## src/design/pci_port_map.vh

```
`ifndef PCI_PORT_MAP_VH
`define PCI_PORT_MAP_VH
// ------------------------------------------------------------
// Bus encodings and limits
// ------------------------------------------------------------
`define CMD_MEM_READ 4'h6
`define CMD_MEM_WRITE 4'h7
`define BURST_MAX_BYTES 7'h40
`define BURST_MAX_WORDS 5'h10
`define XFER_LEN_W 16
`define BUF_DEPTH_LOG2 4
`endif

```

## src/design/burst_buffer.v

```verilog
// ------------------------------------------------------------
// Word store with separate write and read ports for one initiator burst
// ------------------------------------------------------------
module burst_buffer (
   input wire clk,
   input wire we,
   input wire [3:0] waddr,
   input wire [31:0] wdata,
   input wire [3:0] raddr,
   output reg [31:0] rdata_ff
);
   reg [31:0] mem [0:15];

   // Registered read, written word visible next cycle
   always @(posedge clk) begin
      if (we) begin
         mem[waddr] <= wdata;
      end
      rdata_ff <= mem[raddr];
   end
endmodule // burst_buffer

```

## src/design/pci_burst_port.v

```verilog
`include "pci_port_map.vh"
// ------------------------------------------------------------
// Dual-role bus port: target side and burst-limited initiator
// ------------------------------------------------------------
// Overview of operation
// - Port answers external masters as target and starts its own transfers.
// - Initiator bursts never carry more than 64 bytes.
// - Long initiator transfers split into 64-byte bursts until done, the last one carrying any shorter remainder.
// - Initiator data comes from or goes to the internal DMA engine.
// - Target bursts of any length are accepted without a byte cap.
// - Target retries instead of adding wait states when it cannot serve in time.
// - Target retries while internal memory reports it cannot serve.
module pci_burst_port (
   input wire clk,
   input wire rst_n,
   // Internal DMA engine request
   input wire dma_req,
   input wire dma_write,
   input wire [31:0] dma_addr,
   input wire [`XFER_LEN_W-1:0] dma_words,
   output reg dma_busy_ff,
   output reg dma_done_ff,
   input wire dma_wvalid,
   input wire [31:0] dma_wdata,
   output reg dma_wready_ff,
   output reg dma_rvalid_ff,
   output reg [31:0] dma_rdata_ff,
   // Initiator bus side
   output reg ini_frame_ff,
   output reg [3:0] ini_cmd_ff,
   output reg [31:0] ini_addr_ff,
   output reg ini_wvalid_ff,
   output reg [31:0] ini_wdata_ff,
   output reg ini_last_ff,
   input wire ini_ack,
   input wire [31:0] ini_rdata,
   // Target bus side
   input wire tgt_frame,
   input wire tgt_write,
   input wire [31:0] tgt_addr,
   input wire [31:0] tgt_wdata,
   output reg tgt_ready_ff,
   output reg tgt_retry_ff,
   output reg [31:0] tgt_rdata_ff,
   // Internal memory side
   input wire mem_ready,
   input wire [31:0] mem_rdata,
   output reg mem_req_ff,
   output reg mem_we_ff,
   output reg [31:0] mem_addr_ff,
   output reg [31:0] mem_wdata_ff
);
   localparam S_IDLE = 3'h0;
   localparam S_FILL = 3'h1;
   localparam S_BURST = 3'h2;
   localparam S_DRAIN = 3'h3;
   localparam S_NEXT = 3'h4;

   reg [2:0] state_ff;
   reg is_write_ff;
   reg [31:0] addr_ff;
   reg [`XFER_LEN_W-1:0] left_ff;
   reg [4:0] chunk_ff;
   reg [4:0] idx_ff;
   reg tgt_frame_s1_ff, tgt_frame_s2_ff;
   reg tgt_mem_ready_s1_ff, tgt_mem_ready_s2_ff;
   wire [31:0] buf_rdata;
   wire buf_we;
   wire [3:0] buf_waddr;
   wire [31:0] buf_wdata;
   wire [3:0] nxt_raddr;
   reg tgt_write_s1_ff, tgt_write_s2_ff;
   reg [31:0] tgt_addr_s1_ff, tgt_addr_s2_ff;
   reg [31:0] tgt_wdata_s1_ff, tgt_wdata_s2_ff;
   reg [31:0] mem_rdata_s1_ff, mem_rdata_s2_ff;

   // Burst length: remaining words capped at 16 words (64 bytes)
   function [4:0] chunk_of;
      input [`XFER_LEN_W-1:0] left;
      begin
         if (left > {{(`XFER_LEN_W-5){1'b0}}, `BURST_MAX_WORDS}) begin
            chunk_of = `BURST_MAX_WORDS;
         end else begin
            chunk_of = left[4:0];
         end
      end
   endfunction

   // Buffer written from DMA on fill, from bus on read bursts
   assign buf_we = (state_ff == S_FILL && dma_wvalid && dma_wready_ff) ||
                   (state_ff == S_BURST && !is_write_ff && ini_ack);
   assign buf_waddr = idx_ff[3:0];
   assign buf_wdata = (state_ff == S_FILL) ? dma_wdata : ini_rdata;

   burst_buffer u_buf (
      .clk(clk),
      .we(buf_we),
      .waddr(buf_waddr),
      .wdata(buf_wdata),
      .raddr(nxt_raddr),
      .rdata_ff(buf_rdata)
   );

   // Read pointer runs one word ahead of the bus beat, so the
   // registered store already holds the next word when a beat is taken
   assign nxt_raddr = idx_ff[3:0] +
                      ((state_ff == S_BURST && ini_ack) ? 4'h2 : 4'h1);

   // ------------------------------------------------------------
   // Initiator sequencer
   // ------------------------------------------------------------
   // Fill (writes only), drain, burst, repeat; address advances by bytes moved (four per word)
   always @(posedge clk) begin
      if (!rst_n) begin
         state_ff <= S_IDLE;
         is_write_ff <= 1'b0;
         addr_ff <= 32'h0;
         left_ff <= {`XFER_LEN_W{1'b0}};
         chunk_ff <= 5'h0;
         idx_ff <= 5'h0;
         dma_busy_ff <= 1'b0;
         dma_done_ff <= 1'b0;
         dma_wready_ff <= 1'b0;
         dma_rvalid_ff <= 1'b0;
         dma_rdata_ff <= 32'h0;
         ini_frame_ff <= 1'b0;
         ini_cmd_ff <= 4'h0;
         ini_addr_ff <= 32'h0;
         ini_wvalid_ff <= 1'b0;
         ini_wdata_ff <= 32'h0;
         ini_last_ff <= 1'b0;
      end else begin
         dma_done_ff <= 1'b0;
         dma_rvalid_ff <= 1'b0;
         case (state_ff)
            S_IDLE: begin
               if (dma_req && dma_words != {`XFER_LEN_W{1'b0}}) begin
                  is_write_ff <= dma_write;
                  addr_ff <= dma_addr;
                  left_ff <= dma_words;
                  dma_busy_ff <= 1'b1;
                  state_ff <= S_NEXT;
               end
            end
            S_NEXT: begin
               chunk_ff <= chunk_of(left_ff);
               idx_ff <= 5'h0;
               if (is_write_ff) begin
                  dma_wready_ff <= 1'b1;
                  state_ff <= S_FILL;
               end else begin
                  // Reads pass drain too, so bursts stay two cycles apart
                  state_ff <= S_DRAIN;
               end
            end
            S_FILL: begin
               if (dma_wvalid) begin
                  idx_ff <= idx_ff + 5'h1;
                  // Word 0 bypasses the store, no extra read cycle needed
                  if (idx_ff == 5'h0) begin
                     ini_wdata_ff <= dma_wdata;
                  end
                  if (idx_ff + 5'h1 == chunk_ff) begin
                     dma_wready_ff <= 1'b0;
                     idx_ff <= 5'h0;
                     state_ff <= S_DRAIN;
                  end
               end
            end
            S_DRAIN: begin
               // Open the burst while word 1 is fetched from the store
               ini_frame_ff <= 1'b1;
               ini_cmd_ff <= is_write_ff ? `CMD_MEM_WRITE : `CMD_MEM_READ;
               ini_addr_ff <= addr_ff;
               ini_wvalid_ff <= is_write_ff;
               ini_last_ff <= (chunk_ff == 5'h1);
               state_ff <= S_BURST;
            end
            S_BURST: begin
               if (!is_write_ff) begin
                  dma_rvalid_ff <= ini_ack;
                  dma_rdata_ff <= ini_rdata;
               end else if (ini_ack) begin
                  ini_wdata_ff <= buf_rdata;
               end
               if (ini_ack) begin
                  idx_ff <= idx_ff + 5'h1;
                  ini_last_ff <= (idx_ff + 5'h2 == chunk_ff);
                  if (idx_ff + 5'h1 == chunk_ff) begin
                     // End burst after chunk_ff beats, resume after last byte
                     ini_frame_ff <= 1'b0;
                     ini_wvalid_ff <= 1'b0;
                     ini_last_ff <= 1'b0;
                     addr_ff <= addr_ff + {25'h0, chunk_ff, 2'h0};
                     left_ff <= left_ff - {{(`XFER_LEN_W-5){1'b0}}, chunk_ff};
                     if (left_ff == {{(`XFER_LEN_W-5){1'b0}}, chunk_ff}) begin
                        dma_busy_ff <= 1'b0;
                        dma_done_ff <= 1'b1;
                        state_ff <= S_IDLE;
                     end else begin
                        state_ff <= S_NEXT;
                     end
                  end
               end
            end
            default: begin
               state_ff <= S_IDLE;
            end
         endcase
      end
   end

   // ------------------------------------------------------------
   // Target side
   // ------------------------------------------------------------
   // Pin and memory synchronisers; data words ride the same two stages
   // as their qualifier so they stay aligned with it
   always @(posedge clk) begin
      if (!rst_n) begin
         tgt_frame_s1_ff <= 1'b0;
         tgt_frame_s2_ff <= 1'b0;
         tgt_mem_ready_s1_ff <= 1'b0;
         tgt_mem_ready_s2_ff <= 1'b0;
         tgt_write_s1_ff <= 1'b0;
         tgt_write_s2_ff <= 1'b0;
         tgt_addr_s1_ff <= 32'h0;
         tgt_addr_s2_ff <= 32'h0;
         tgt_wdata_s1_ff <= 32'h0;
         tgt_wdata_s2_ff <= 32'h0;
         mem_rdata_s1_ff <= 32'h0;
         mem_rdata_s2_ff <= 32'h0;
      end else begin
         tgt_frame_s1_ff <= tgt_frame;
         tgt_frame_s2_ff <= tgt_frame_s1_ff;
         tgt_mem_ready_s1_ff <= mem_ready;
         tgt_mem_ready_s2_ff <= tgt_mem_ready_s1_ff;
         tgt_write_s1_ff <= tgt_write;
         tgt_write_s2_ff <= tgt_write_s1_ff;
         tgt_addr_s1_ff <= tgt_addr;
         tgt_addr_s2_ff <= tgt_addr_s1_ff;
         tgt_wdata_s1_ff <= tgt_wdata;
         tgt_wdata_s2_ff <= tgt_wdata_s1_ff;
         mem_rdata_s1_ff <= mem_rdata;
         mem_rdata_s2_ff <= mem_rdata_s1_ff;
      end
   end

   // No beat counter: a burst runs as long as the master holds frame
   always @(posedge clk) begin
      if (!rst_n) begin
         tgt_ready_ff <= 1'b0;
         tgt_retry_ff <= 1'b0;
         tgt_rdata_ff <= 32'h0;
         mem_req_ff <= 1'b0;
         mem_we_ff <= 1'b0;
         mem_addr_ff <= 32'h0;
         mem_wdata_ff <= 32'h0;
      end else begin
         tgt_ready_ff <= 1'b0;
         tgt_retry_ff <= 1'b0;
         mem_req_ff <= 1'b0;
         if (tgt_frame_s2_ff) begin
            if (tgt_mem_ready_s2_ff) begin
               tgt_ready_ff <= 1'b1;
               mem_req_ff <= 1'b1;
               mem_we_ff <= tgt_write_s2_ff;
               mem_addr_ff <= tgt_addr_s2_ff;
               mem_wdata_ff <= tgt_wdata_s2_ff;
               tgt_rdata_ff <= mem_rdata_s2_ff;
            end else begin
               // Memory stalled: retry instead of holding the bus
               tgt_retry_ff <= 1'b1;
            end
         end
      end
   end
endmodule // pci_burst_port

```

## config.mk

```make
export PLATFORM = sky130hd
export DESIGN_NAME = pci_burst_port
export DESIGN_NICKNAME = d
export VERILOG_FILES = /design/src/design/burst_buffer.v /design/src/design/pci_burst_port.v
export VERILOG_INCLUDE_DIRS = /design/src /design/src/design
export SDC_FILE = /design/constraint.sdc
export NUM_CORES = 1
export LEC_CHECK = 0
export BUFFER_PORTS_ARGS = -buffer_cell sky130_fd_sc_hd__buf_4
export CAP_MARGIN = 0
export CELL_PAD_IN_SITES_DETAIL_PLACEMENT = 1
export CELL_PAD_IN_SITES_GLOBAL_PLACEMENT = 1
export CORE_MARGIN = 2
export CORE_UTILIZATION = 50
export CTS_BUF_LIST = sky130_fd_sc_hd__clkbuf_2
export CTS_CLUSTER_DIAMETER = 150
export CTS_CLUSTER_SIZE = 12
export DETAILED_ROUTE_END_ITERATION = 6
export PLACE_DENSITY = 0.93
export SETUP_SLACK_MARGIN = 0.02
export SYNTH_ARGS = -nofsm -noshare
export SYNTH_HDL_FRONTEND = slang
export SYNTH_HIERARCHICAL = 1
export SYNTH_SLANG_ARGS = --single-unit
```

## constraint.sdc

```tcl
create_clock -name clk -period 7 [get_ports clk]
set_input_delay 0.35 -clock clk [delete_from_list [all_inputs] [get_ports clk]]
set_output_delay 0.35 -clock clk [all_outputs]
set_load 0.05 [all_outputs]
```

==> summary.md, run 1 <==
| Metric | Value |
|---|---|
| CTS resizes | 0 |
| Die height | 276 microns |
| Synthesized net count | 3017 |
| H-tree lvl count | 3 |
| Mapped Area | 37000 sq um |
| Initial antenna violation count | 42 |
| Async SR Flop Fraction | 0 |
| Stage reached | 5_1_grt |
| Num CTS Buffers | 93 |
| Dpl hpwl | 73.1 mm |
| Error msg | [ERROR GRT-0232] Routing congestion too high. Check the congestion heatmap in the GUI. |
| Ys flop type | edfxtp_1 |
| Seq/Total Area, Yosys | 0.684 |
| Yosys warns | 6 |
| Gr ovfl total | 69 |
| Die W | 276 microns |
| Largest net degree at the start of global routing | 176 |
| Starting density of the core | 0.506 |
| RePlAce Congestion | 0.890 |
| CTS sink cnt | 1008 |
| Status | did not finish |
| Io pins | 424 |
| # rows | 99 |
| Dpl cell area | 41100 sq um |
| # port buffers | 422 |
| Root buf cell | clkbuf_2 |
| All-layer global routing usage | 0.717 |
| Number of synthesized flops with an enable pin | 512 |
| Synth cell types | 77 |
| Synth Register Bits | 1008 |
| Clock tree buffer depth | 3 |
| Mean post-synth cell area | 13.3 sq um |
| Post-synthesis cell count | 2782 |
Yosys cell counts, types with 6 or more instances:
| library cell | number | area (sq um) |
|---|---|---|
| a31oi_1 | 9 | 56.3 |
| a21oi_1 | 218 | 1090 |
| o21ai_0 | 31 | 155 |
| a22oi_1 | 71 | 533 |
| nor2_1 | 93 | 349 |
| nor3_1 | 18 | 90.1 |
| a21o_1 | 9 | 67.6 |
| xnor2_1 | 11 | 96.3 |
| nor2b_1 | 7 | 43.8 |
| ha_1 | 15 | 188 |
| a311oi_1 | 39 | 342 |
| nand2_1 | 511 | 1920 |
| a211oi_1 | 9 | 67.6 |
| buf_2 | 29 | 145 |
| clkbuf_1 | 123 | 462 |
| buf_1 | 19 | 71.3 |
| o31ai_1 | 8 | 60.1 |
| edfxtp_1 | 512 | 15400 |
| o31a_1 | 6 | 52.6 |
| dfxtp_1 | 496 | 9930 |
| mux2_2 | 32 | 360 |
| o32ai_1 | 8 | 70.1 |
| nand4_1 | 16 | 100 |
| mux4_2 | 128 | 2880 |
| inv_1 | 14 | 52.6 |
| nand3_1 | 24 | 120 |
| or4_1 | 6 | 45.0 |
| buf_4 | 13 | 97.6 |
| xor2_1 | 7 | 61.3 |
| and2_1 | 209 | 1310 |
| nand2b_1 | 7 | 43.8 |
| nor4_1 | 9 | 56.3 |
cells by family after synthesis:
logic type / synth area share
XOR/XNOR: 0.00426
AO/OA/AOI/OAI: 0.0778
multiplexers: 0.0880
AND/OR/NAND/NOR: 0.116
adder cells (fa/ha/maj): 0.00670
other: 0.000101
buffers and inverters: 0.0226
flip-flops: 0.684
metal layers:
layer | GRT overflow | GRT usage
met1 | 3 | 0.711
met5 | 1 | 0.486
met4 | 37 | 0.644
met2 | 23 | 0.841
met3 | 5 | 0.640
metrics by stage:
step,utilization,setup slack (ps),hold WS [ps],cells
after CTS,0.648,2620,0.771,4721
after detailed placement,0.562,2740,419,4018
after floorplan,-,2240,402,2782
after global placement,0.562,2980,414,4018
repair_timing:
action                    4_1_cts
hold endpoints to repair      921
setup buffers                   0
hold buffers                  550
==> run 2, diff against run 1 <==
CELL_PAD_IN_SITES_DETAIL_PLACEMENT = unset   (was 1)
CELL_PAD_IN_SITES_GLOBAL_PLACEMENT = unset   (was 1)
CORE_UTILIZATION = 35   (was 50)
CTS_BUF_LIST = unset   (was sky130_fd_sc_hd__clkbuf_2)
CTS_CLUSTER_DIAMETER = unset   (was 150)
CTS_CLUSTER_SIZE = unset   (was 12)
PLACE_DENSITY = unset   (was 0.93)
PLACE_DENSITY_LB_ADDON = 0.15   (was unset)
SETUP_SLACK_MARGIN = unset   (was 0.02)
==> run 2 against run 1 <==
The flow now finishes without violations. Synthesized cell count unchanged. Area after synthesis unchanged.
==> summary.md, run 2 <==
| Metric | Value |
|---|---|
| CTS tree | yes |
| Num CTS Buffers | 107 |
| CP bufs+invs | 1 |
| Initial antenna violation count | 3 |
| Hold WC Path Type | in2reg |
| Io pins | 424 |
| Largest register FFs | 512 |
| Worst Hold Depth | 3 |
| Clk_lat worst skew | 700 ps |
| CTS sink cnt | 1008 |
| Layout cells sized above 1 | 0.242 |
| Fin crit period | 4080 ps |
| Clock tree buffer depth | 3 |
| H-tree lvl count | 3 |
| Kind of end point of the critical path | flip-flop |
| Leak | 0.0169 uW |
| Dpl cell area | 41600 sq um |
| Detailed-route DRC error count | 0 |
| Post-synthesis cell count | 2782 |
| Max-Cap Viols | 0 |
| CTS resizes | 0 |
| Final setup vio count | 0 |
| Seq/Total Area, Yosys | 0.684 |
| Biggest register | u_buf/mem |
| Cell Pwr Density | 285 nW/um^2 |
| RSZ-0062 raised after global routing | no |
| Fin. max-slew vios | 0 |
| Largest cells by area after synthesis | edfxtp_1 42%, dfxtp_1 27%, mux4_2 7.8%, nand2_1 5.2%, and2_1 3.5% |
| Tightest Pin Transition | 1150 ps |
| Number of synthesized flops with an enable pin | 512 |
| Crit path launch type | flip-flop |
| Slowest CP cell | fa_4 |
| Via count | 24493 |
| Async SR Flop Fraction | 0 |
| Most common cell in the netlist | edfxtp_1 |
| Worst-path maximum fanout | 76 |
| Mean post-synth cell area | 13.3 sq um |
| Critical Path RT | 7560 ps |
| Commonest non-fill, non-tap cells in the layout | 512 x edfxtp_1, 510 x nand2_1, 496 x dfxtp_1, 460 x buf_4, 218 x a21oi_1 |
| Drt total wl | 105 mm |
| Critical R2R Capture | u_buf/rdata_ff[6]$_DFF_P_ |
| Most common cell after layout, fill and taps aside | edfxtp_1 |
| Reg2reg path depth | 7 |
| Slowest stage delay, CP | 1410 ps |
| Hold Crit Start | ini_rdata[17] |
| Die Area | 108000 sq um |
| Max IR drop VDD | 0.208 mV |
| Commonest cells in the netlist | 512 x edfxtp_1, 511 x nand2_1, 496 x dfxtp_1 |
| Tcrit/Tclk final | 0.582 |
| WP data arrival | 4640 ps |
| Synth cell types | 77 |
| # rows | 119 |
| Gr ovfl total | 0 |
| Synth Register Bits | 1008 |
| Die height | 329 microns |
| Starting density of the core | 0.352 |
| Mapped Area | 37000 sq um |
| Top-area cell type share of the netlist area | 0.416 |
| Family with the most delay on the worst path | adder cells |
| Worst R2R Start | state_ff[1]$_SDFFE_PN0P_ |
| Clock skew | 37.0 ps |
| Initial drt markers | 2087 |
| Vias in the first global route | 24205 |
| First-pass GRT wire length | 154 mm |
| Yosys warns | 6 |
| Setup TNS | 0 ps |
| Initial DRT Pass Iterations | 5 |
| Largest net degree at the start of global routing | 124 |
| Ys flop type | edfxtp_1 |
| Kind of critical path | reg2reg |
| Worst-path cell chain | nand3_1 > ha_4 > fa_4 > buf_12 > mux4_2 > a22oi_1 > nand2_1 |
| Die W | 329 microns |
| Synthesized net count | 3017 |
| Root buf cell | clkbuf_16 |
| Post-route cell area | 47200 sq um |
| Routed len/inst | 21.6 microns |
| Final net count | 3601 |
| Hold Path End | dma_rdata_ff[17]$_SDFFE_PN0P_ |
| Area Growth Syn to Fin | 27.7% |
| # port buffers | 422 |
| All-layer global routing usage | 0.188 |
| Via density | 5.04 |
| Core area | 105000 sq um |
| Hold Violations, Final | 0 |
| Rel. slew slack | 0.236 |
| RePlAce Congestion | 0.807 |
| Area leader, netlist | edfxtp_1 |
| Fmax achieved | 0.245 GHz |
| R2R setup slack | 2920 ps |
| Status | completed |
| CTS clk-pin slew, worst paths | 70 ps |
| Final antenna-violating net count | 0 |
| Dpl hpwl | 61.7 mm |
==> run 2: how the worst max path moves through the flow <==
stage                             start                    endpoint  cells after the start
6_report       state_ff[1]$_SDFFE_PN0P_   u_buf/rdata_ff[6]$_DFF_P_                      7
5_1_grt        state_ff[1]$_SDFFE_PN0P_  u_buf/rdata_ff[10]$_DFF_P_                      7
4_1_cts        state_ff[1]$_SDFFE_PN0P_   u_buf/rdata_ff[6]$_DFF_P_                      7
3_5_place_dp   state_ff[1]$_SDFFE_PN0P_  u_buf/rdata_ff[16]$_DFF_P_                      7
3_3_place_gp   state_ff[1]$_SDFFE_PN0P_   u_buf/rdata_ff[7]$_DFF_P_                      7
2_1_floorplan  state_ff[1]$_SDFFE_PN0P_   u_buf/mem[0][0]$_DFFE_PP_                      8
==> run 2: area by class of cell <==
class,instances,area [sq um]
multi-input combinational,1574,11000
clock inverter,51,583
timing repair buffer,659,5470
clock buffer,152,3030
sequential,1008,25300
fill,9545,57900
tap,1391,1740
antenna,4,10.0
inverter,16,67.6
==> run 2: kinds of logic (layout without fill, tap and decap cells) <==
| group | after synthesis | count (layout) | synth area share |
|---|---|---|---|
| adders and majority gates | 18 | 18 | 0.00670 |
| other | 1 | 5 | 0.000101 |
| buffers and inverters | 200 | 878 | 0.0226 |
| and+or+nand+nor | 927 | 927 | 0.116 |
| muxes | 161 | 161 | 0.0880 |
| AOI/OAI and AO/OA | 449 | 449 | 0.0778 |
| DFF | 1008 | 1008 | 0.684 |
| xor gates and xnor gates | 18 | 18 | 0.00426 |
==> run 2: per-layer routing <==
layer | global-route usage | up-vias | wire (microns)
met5 | 0 | - | 13
met4 | 0.0610 | 2 | 2960
met3 | 0.0341 | 151 | 6500
met2 | 0.301 | 771 | 48700
met1 | 0.260 | 12293 | 46600
li1 | - | 11276 | -
==> run 2: where the power goes <==
| part | internal, uW | leakage [uW] | switching, uW |
|---|---|---|---|
| logic | 520 | 0.00649 | 718 |
| clock network | 3370 | 0.00176 | 2370 |
| registers | 6390 | 0.00866 | 94.8 |
| total | 10300 | 0.0169 | 3190 |
==> run 2: tightest hold or removal path, cell delays in order <==
cell     delay (ps)
buf_4           130
nand2_1         100
a21oi_1          70
==> run 2: through the flow <==
stage,std cells,worst slack [ps],hold slack [ps],power (uW),util
CTS,4851,2930,6.03,13600,0.449
detailed placement,4451,2950,417,7750,0.396
global placement,4451,3070,415,7730,0.396
finish,4855,2920,31.3,13500,0.449
floorplan,2782,2240,402,7340,-
global route,4853,2710,36.7,13900,0.449
==> run 2: repair_timing <==
action | 4_1_cts | 5_1_grt
hold buffers | 197 | 0
hold endpoints to repair | 198 | 0
buffers inserted | 0 | 0
No activity file was read; power rests on OpenSTA's default activity.
==> run 3, diff against run 2 <==
clock period = 3.8 ns   (was 7 ns; I/O delays follow)
==> run 3 against run 2 <==
Die area stayed put. Combinational power rose by 88%. Register-to-register slack lost 2200 ps. Total power up 83%. Sequential cell count is the same. Global-route usage increased by 0.29 points.
==> summary.md, run 3 (synthesis gave the netlist of run 2 again) <==
| Metric | Value |
|---|---|
| Status | completed |
| All-layer global routing usage | 0.191 |
| Biggest register | u_buf/mem |
| Wire length on met3 | 7.18 mm |
| Vias in the first global route | 24599 |
| Die Area | 108000 sq um |
| Detailed-route DRC error count | 0 |
| WL met1 | 46.8 mm |
| Initial antenna violation count | 6 |
| Core area | 105000 sq um |
| # rows | 119 |
| Reg2reg path depth | 8 |
| Worst-path maximum fanout | 32 |
| Clock skew | 41.9 ps |
| Final antenna-violating net count | 0 |
| Fin crit period | 3090 ps |
| Gr ovfl total | 0 |
| RePlAce Congestion | 0.828 |
| Hold WC Path Type | in2reg |
| Layout cells sized above 1 | 0.246 |
| R2R setup slack | 710 ps |
| CTS sink cnt | 1008 |
| Hold Violations, Final | 0 |
| Die W | 329 microns |
| Rel. slew slack | 0.316 |
| Io pins | 424 |
| Largest register FFs | 512 |
| First-pass GRT wire length | 157 mm |
| Worst R2R Start | state_ff[0]$_SDFFE_PN0P_ |
| Max-Cap Viols | 0 |
| Root buf cell | clkbuf_16 |
| Kind of end point of the critical path | flip-flop |
| Final setup vio count | 0 |
| Setup TNS | 0 ps |
| WHS | 119 ps |
| Via count | 24704 |
| WP data arrival | 3640 ps |
| Drt total wl | 106 mm |
| CTS tree | yes |
| Final net count | 3640 |
| Clock tree buffer depth | 3 |
| CTS clk-pin slew, worst paths | 60 ps |
| Fmax achieved | 0.324 GHz |
| Cell Pwr Density | 515 nW/um^2 |
| Uppermost routed layer | met4 |
| # port buffers | 422 |
| CTS resizes | 0 |
| RSZ-0062 raised after global routing | no |
| Tightest Pin Transition | 1030 ps |
| Most common cell after layout, fill and taps aside | edfxtp_1 |
| Fillers | 9458 |
| Leak | 0.0171 uW |
| Max IR drop VDD | 0.397 mV |
| Starting density of the core | 0.352 |
| Crit path from | state_ff[0]$_SDFFE_PN0P_ |
| H-tree lvl count | 3 |
| Fin. max-slew vios | 0 |
| Via density | 5.05 |
| Clk_lat worst skew | 690 ps |
| Initial DRT Pass Iterations | 7 |
| Routed len/inst | 21.7 microns |
| Tcrit/Tclk final | 0.812 |
| Initial drt markers | 2097 |
| Largest net degree at the start of global routing | 100 |
| Area Growth Syn to Fin | 29.0% |
| Met2 wire length | 49.3 mm |
| Crit path launch type | flip-flop |
| Kind of critical path | reg2reg |
| CP endpoint | u_buf/rdata_ff[7]$_DFF_P_ |
| Commonest non-fill, non-tap cells in the layout | 512 x edfxtp_1, 510 x nand2_1, 496 x dfxtp_1, 464 x buf_4, 218 x a21oi_1 |
| Critical R2R Capture | u_buf/rdata_ff[7]$_DFF_P_ |
| Dpl hpwl | 64.4 mm |
| Critical Path RT | 4350 ps |
| Die height | 329 microns |
| Num CTS Buffers | 106 |
-- run 3: timing repair --
action                                 in CTS  in global routing
hold buffers                              215                  0
endpoints found under the hold margin     218                  0
setup buffers                               0                  0
-- run 3: where the power goes --
part,leakage [uW],internal [uW],switching [uW],total (uW)
registers,0.00866,11800,166,11900
clock network,0.00173,6000,4310,10300
logic,0.00672,996,1330,2330
total,0.0171,18800,5810,24600
-- run 3: worst min-delay path by stage --
stage,start,slack (ps),endpoint,cells after the start
3_5_place_dp,tgt_addr[4],400,tgt_addr_s1_ff[4]$_SDFF_PN0_,2
6_report,rst_n,120,tgt_retry_ff$_SDFF_PN0_,3
2_1_floorplan,dma_wvalid,300,dma_wready_ff$_SDFFE_PN0P_,1
4_1_cts,rst_n,80,tgt_retry_ff$_SDFF_PN0_,3
3_3_place_gp,tgt_wdata[30],400,tgt_wdata_s1_ff[30]$_SDFF_PN0_,2
5_1_grt,rst_n,140,tgt_retry_ff$_SDFF_PN0_,3
-- run 3: area by class of cell --
| class | count | area (sq um) | share of cell area |
|---|---|---|---|
| repair buffers | 699 | 6040 | 0.126 |
| multi-input cells | 1574 | 11000 | 0.231 |
| inverters | 16 | 67.6 | 0.00142 |
| flip-flops and latches | 1008 | 25300 | 0.530 |
| well taps | 1391 | 1740 | 0.0365 |
| clock buffers | 145 | 3030 | 0.0635 |
| clock inverters | 50 | 492 | 0.0103 |
| diodes | 5 | 12.5 | 0.000262 |
-- run 3: worst max-delay path: stages, from the launching register on --
cell,delay [ps]
dfxtp_1,350
nor2_1,260
nand3_1,230
ha_4,240
fa_4,930
buf_12,240
mux4_2,330
a22oi_1,260
nand2_1,90
-- run 3: layer usage --
layer | GRT usage | vias to the layer above
li1 | - | 11370
met1 | 0.263 | 12358
met2 | 0.308 | 802
met3 | 0.0369 | 174
met4 | 0.0552 | 0
met5 | 0 | -
-- run 3: through the flow --
stage               instance area, sq um  utilization  instances  setup WS, ps  total power (uW)
global route                       47700        0.454       4887           554             25400
CTS                                47700        0.454       4883           693             24800
detailed placement                 42000        0.400       4473           706             14300
finish                             47700        0.454       4888           713             24600
floorplan                          37000            -       2782         -92.3             13500
global placement                   42000        0.400       4473           808             14300
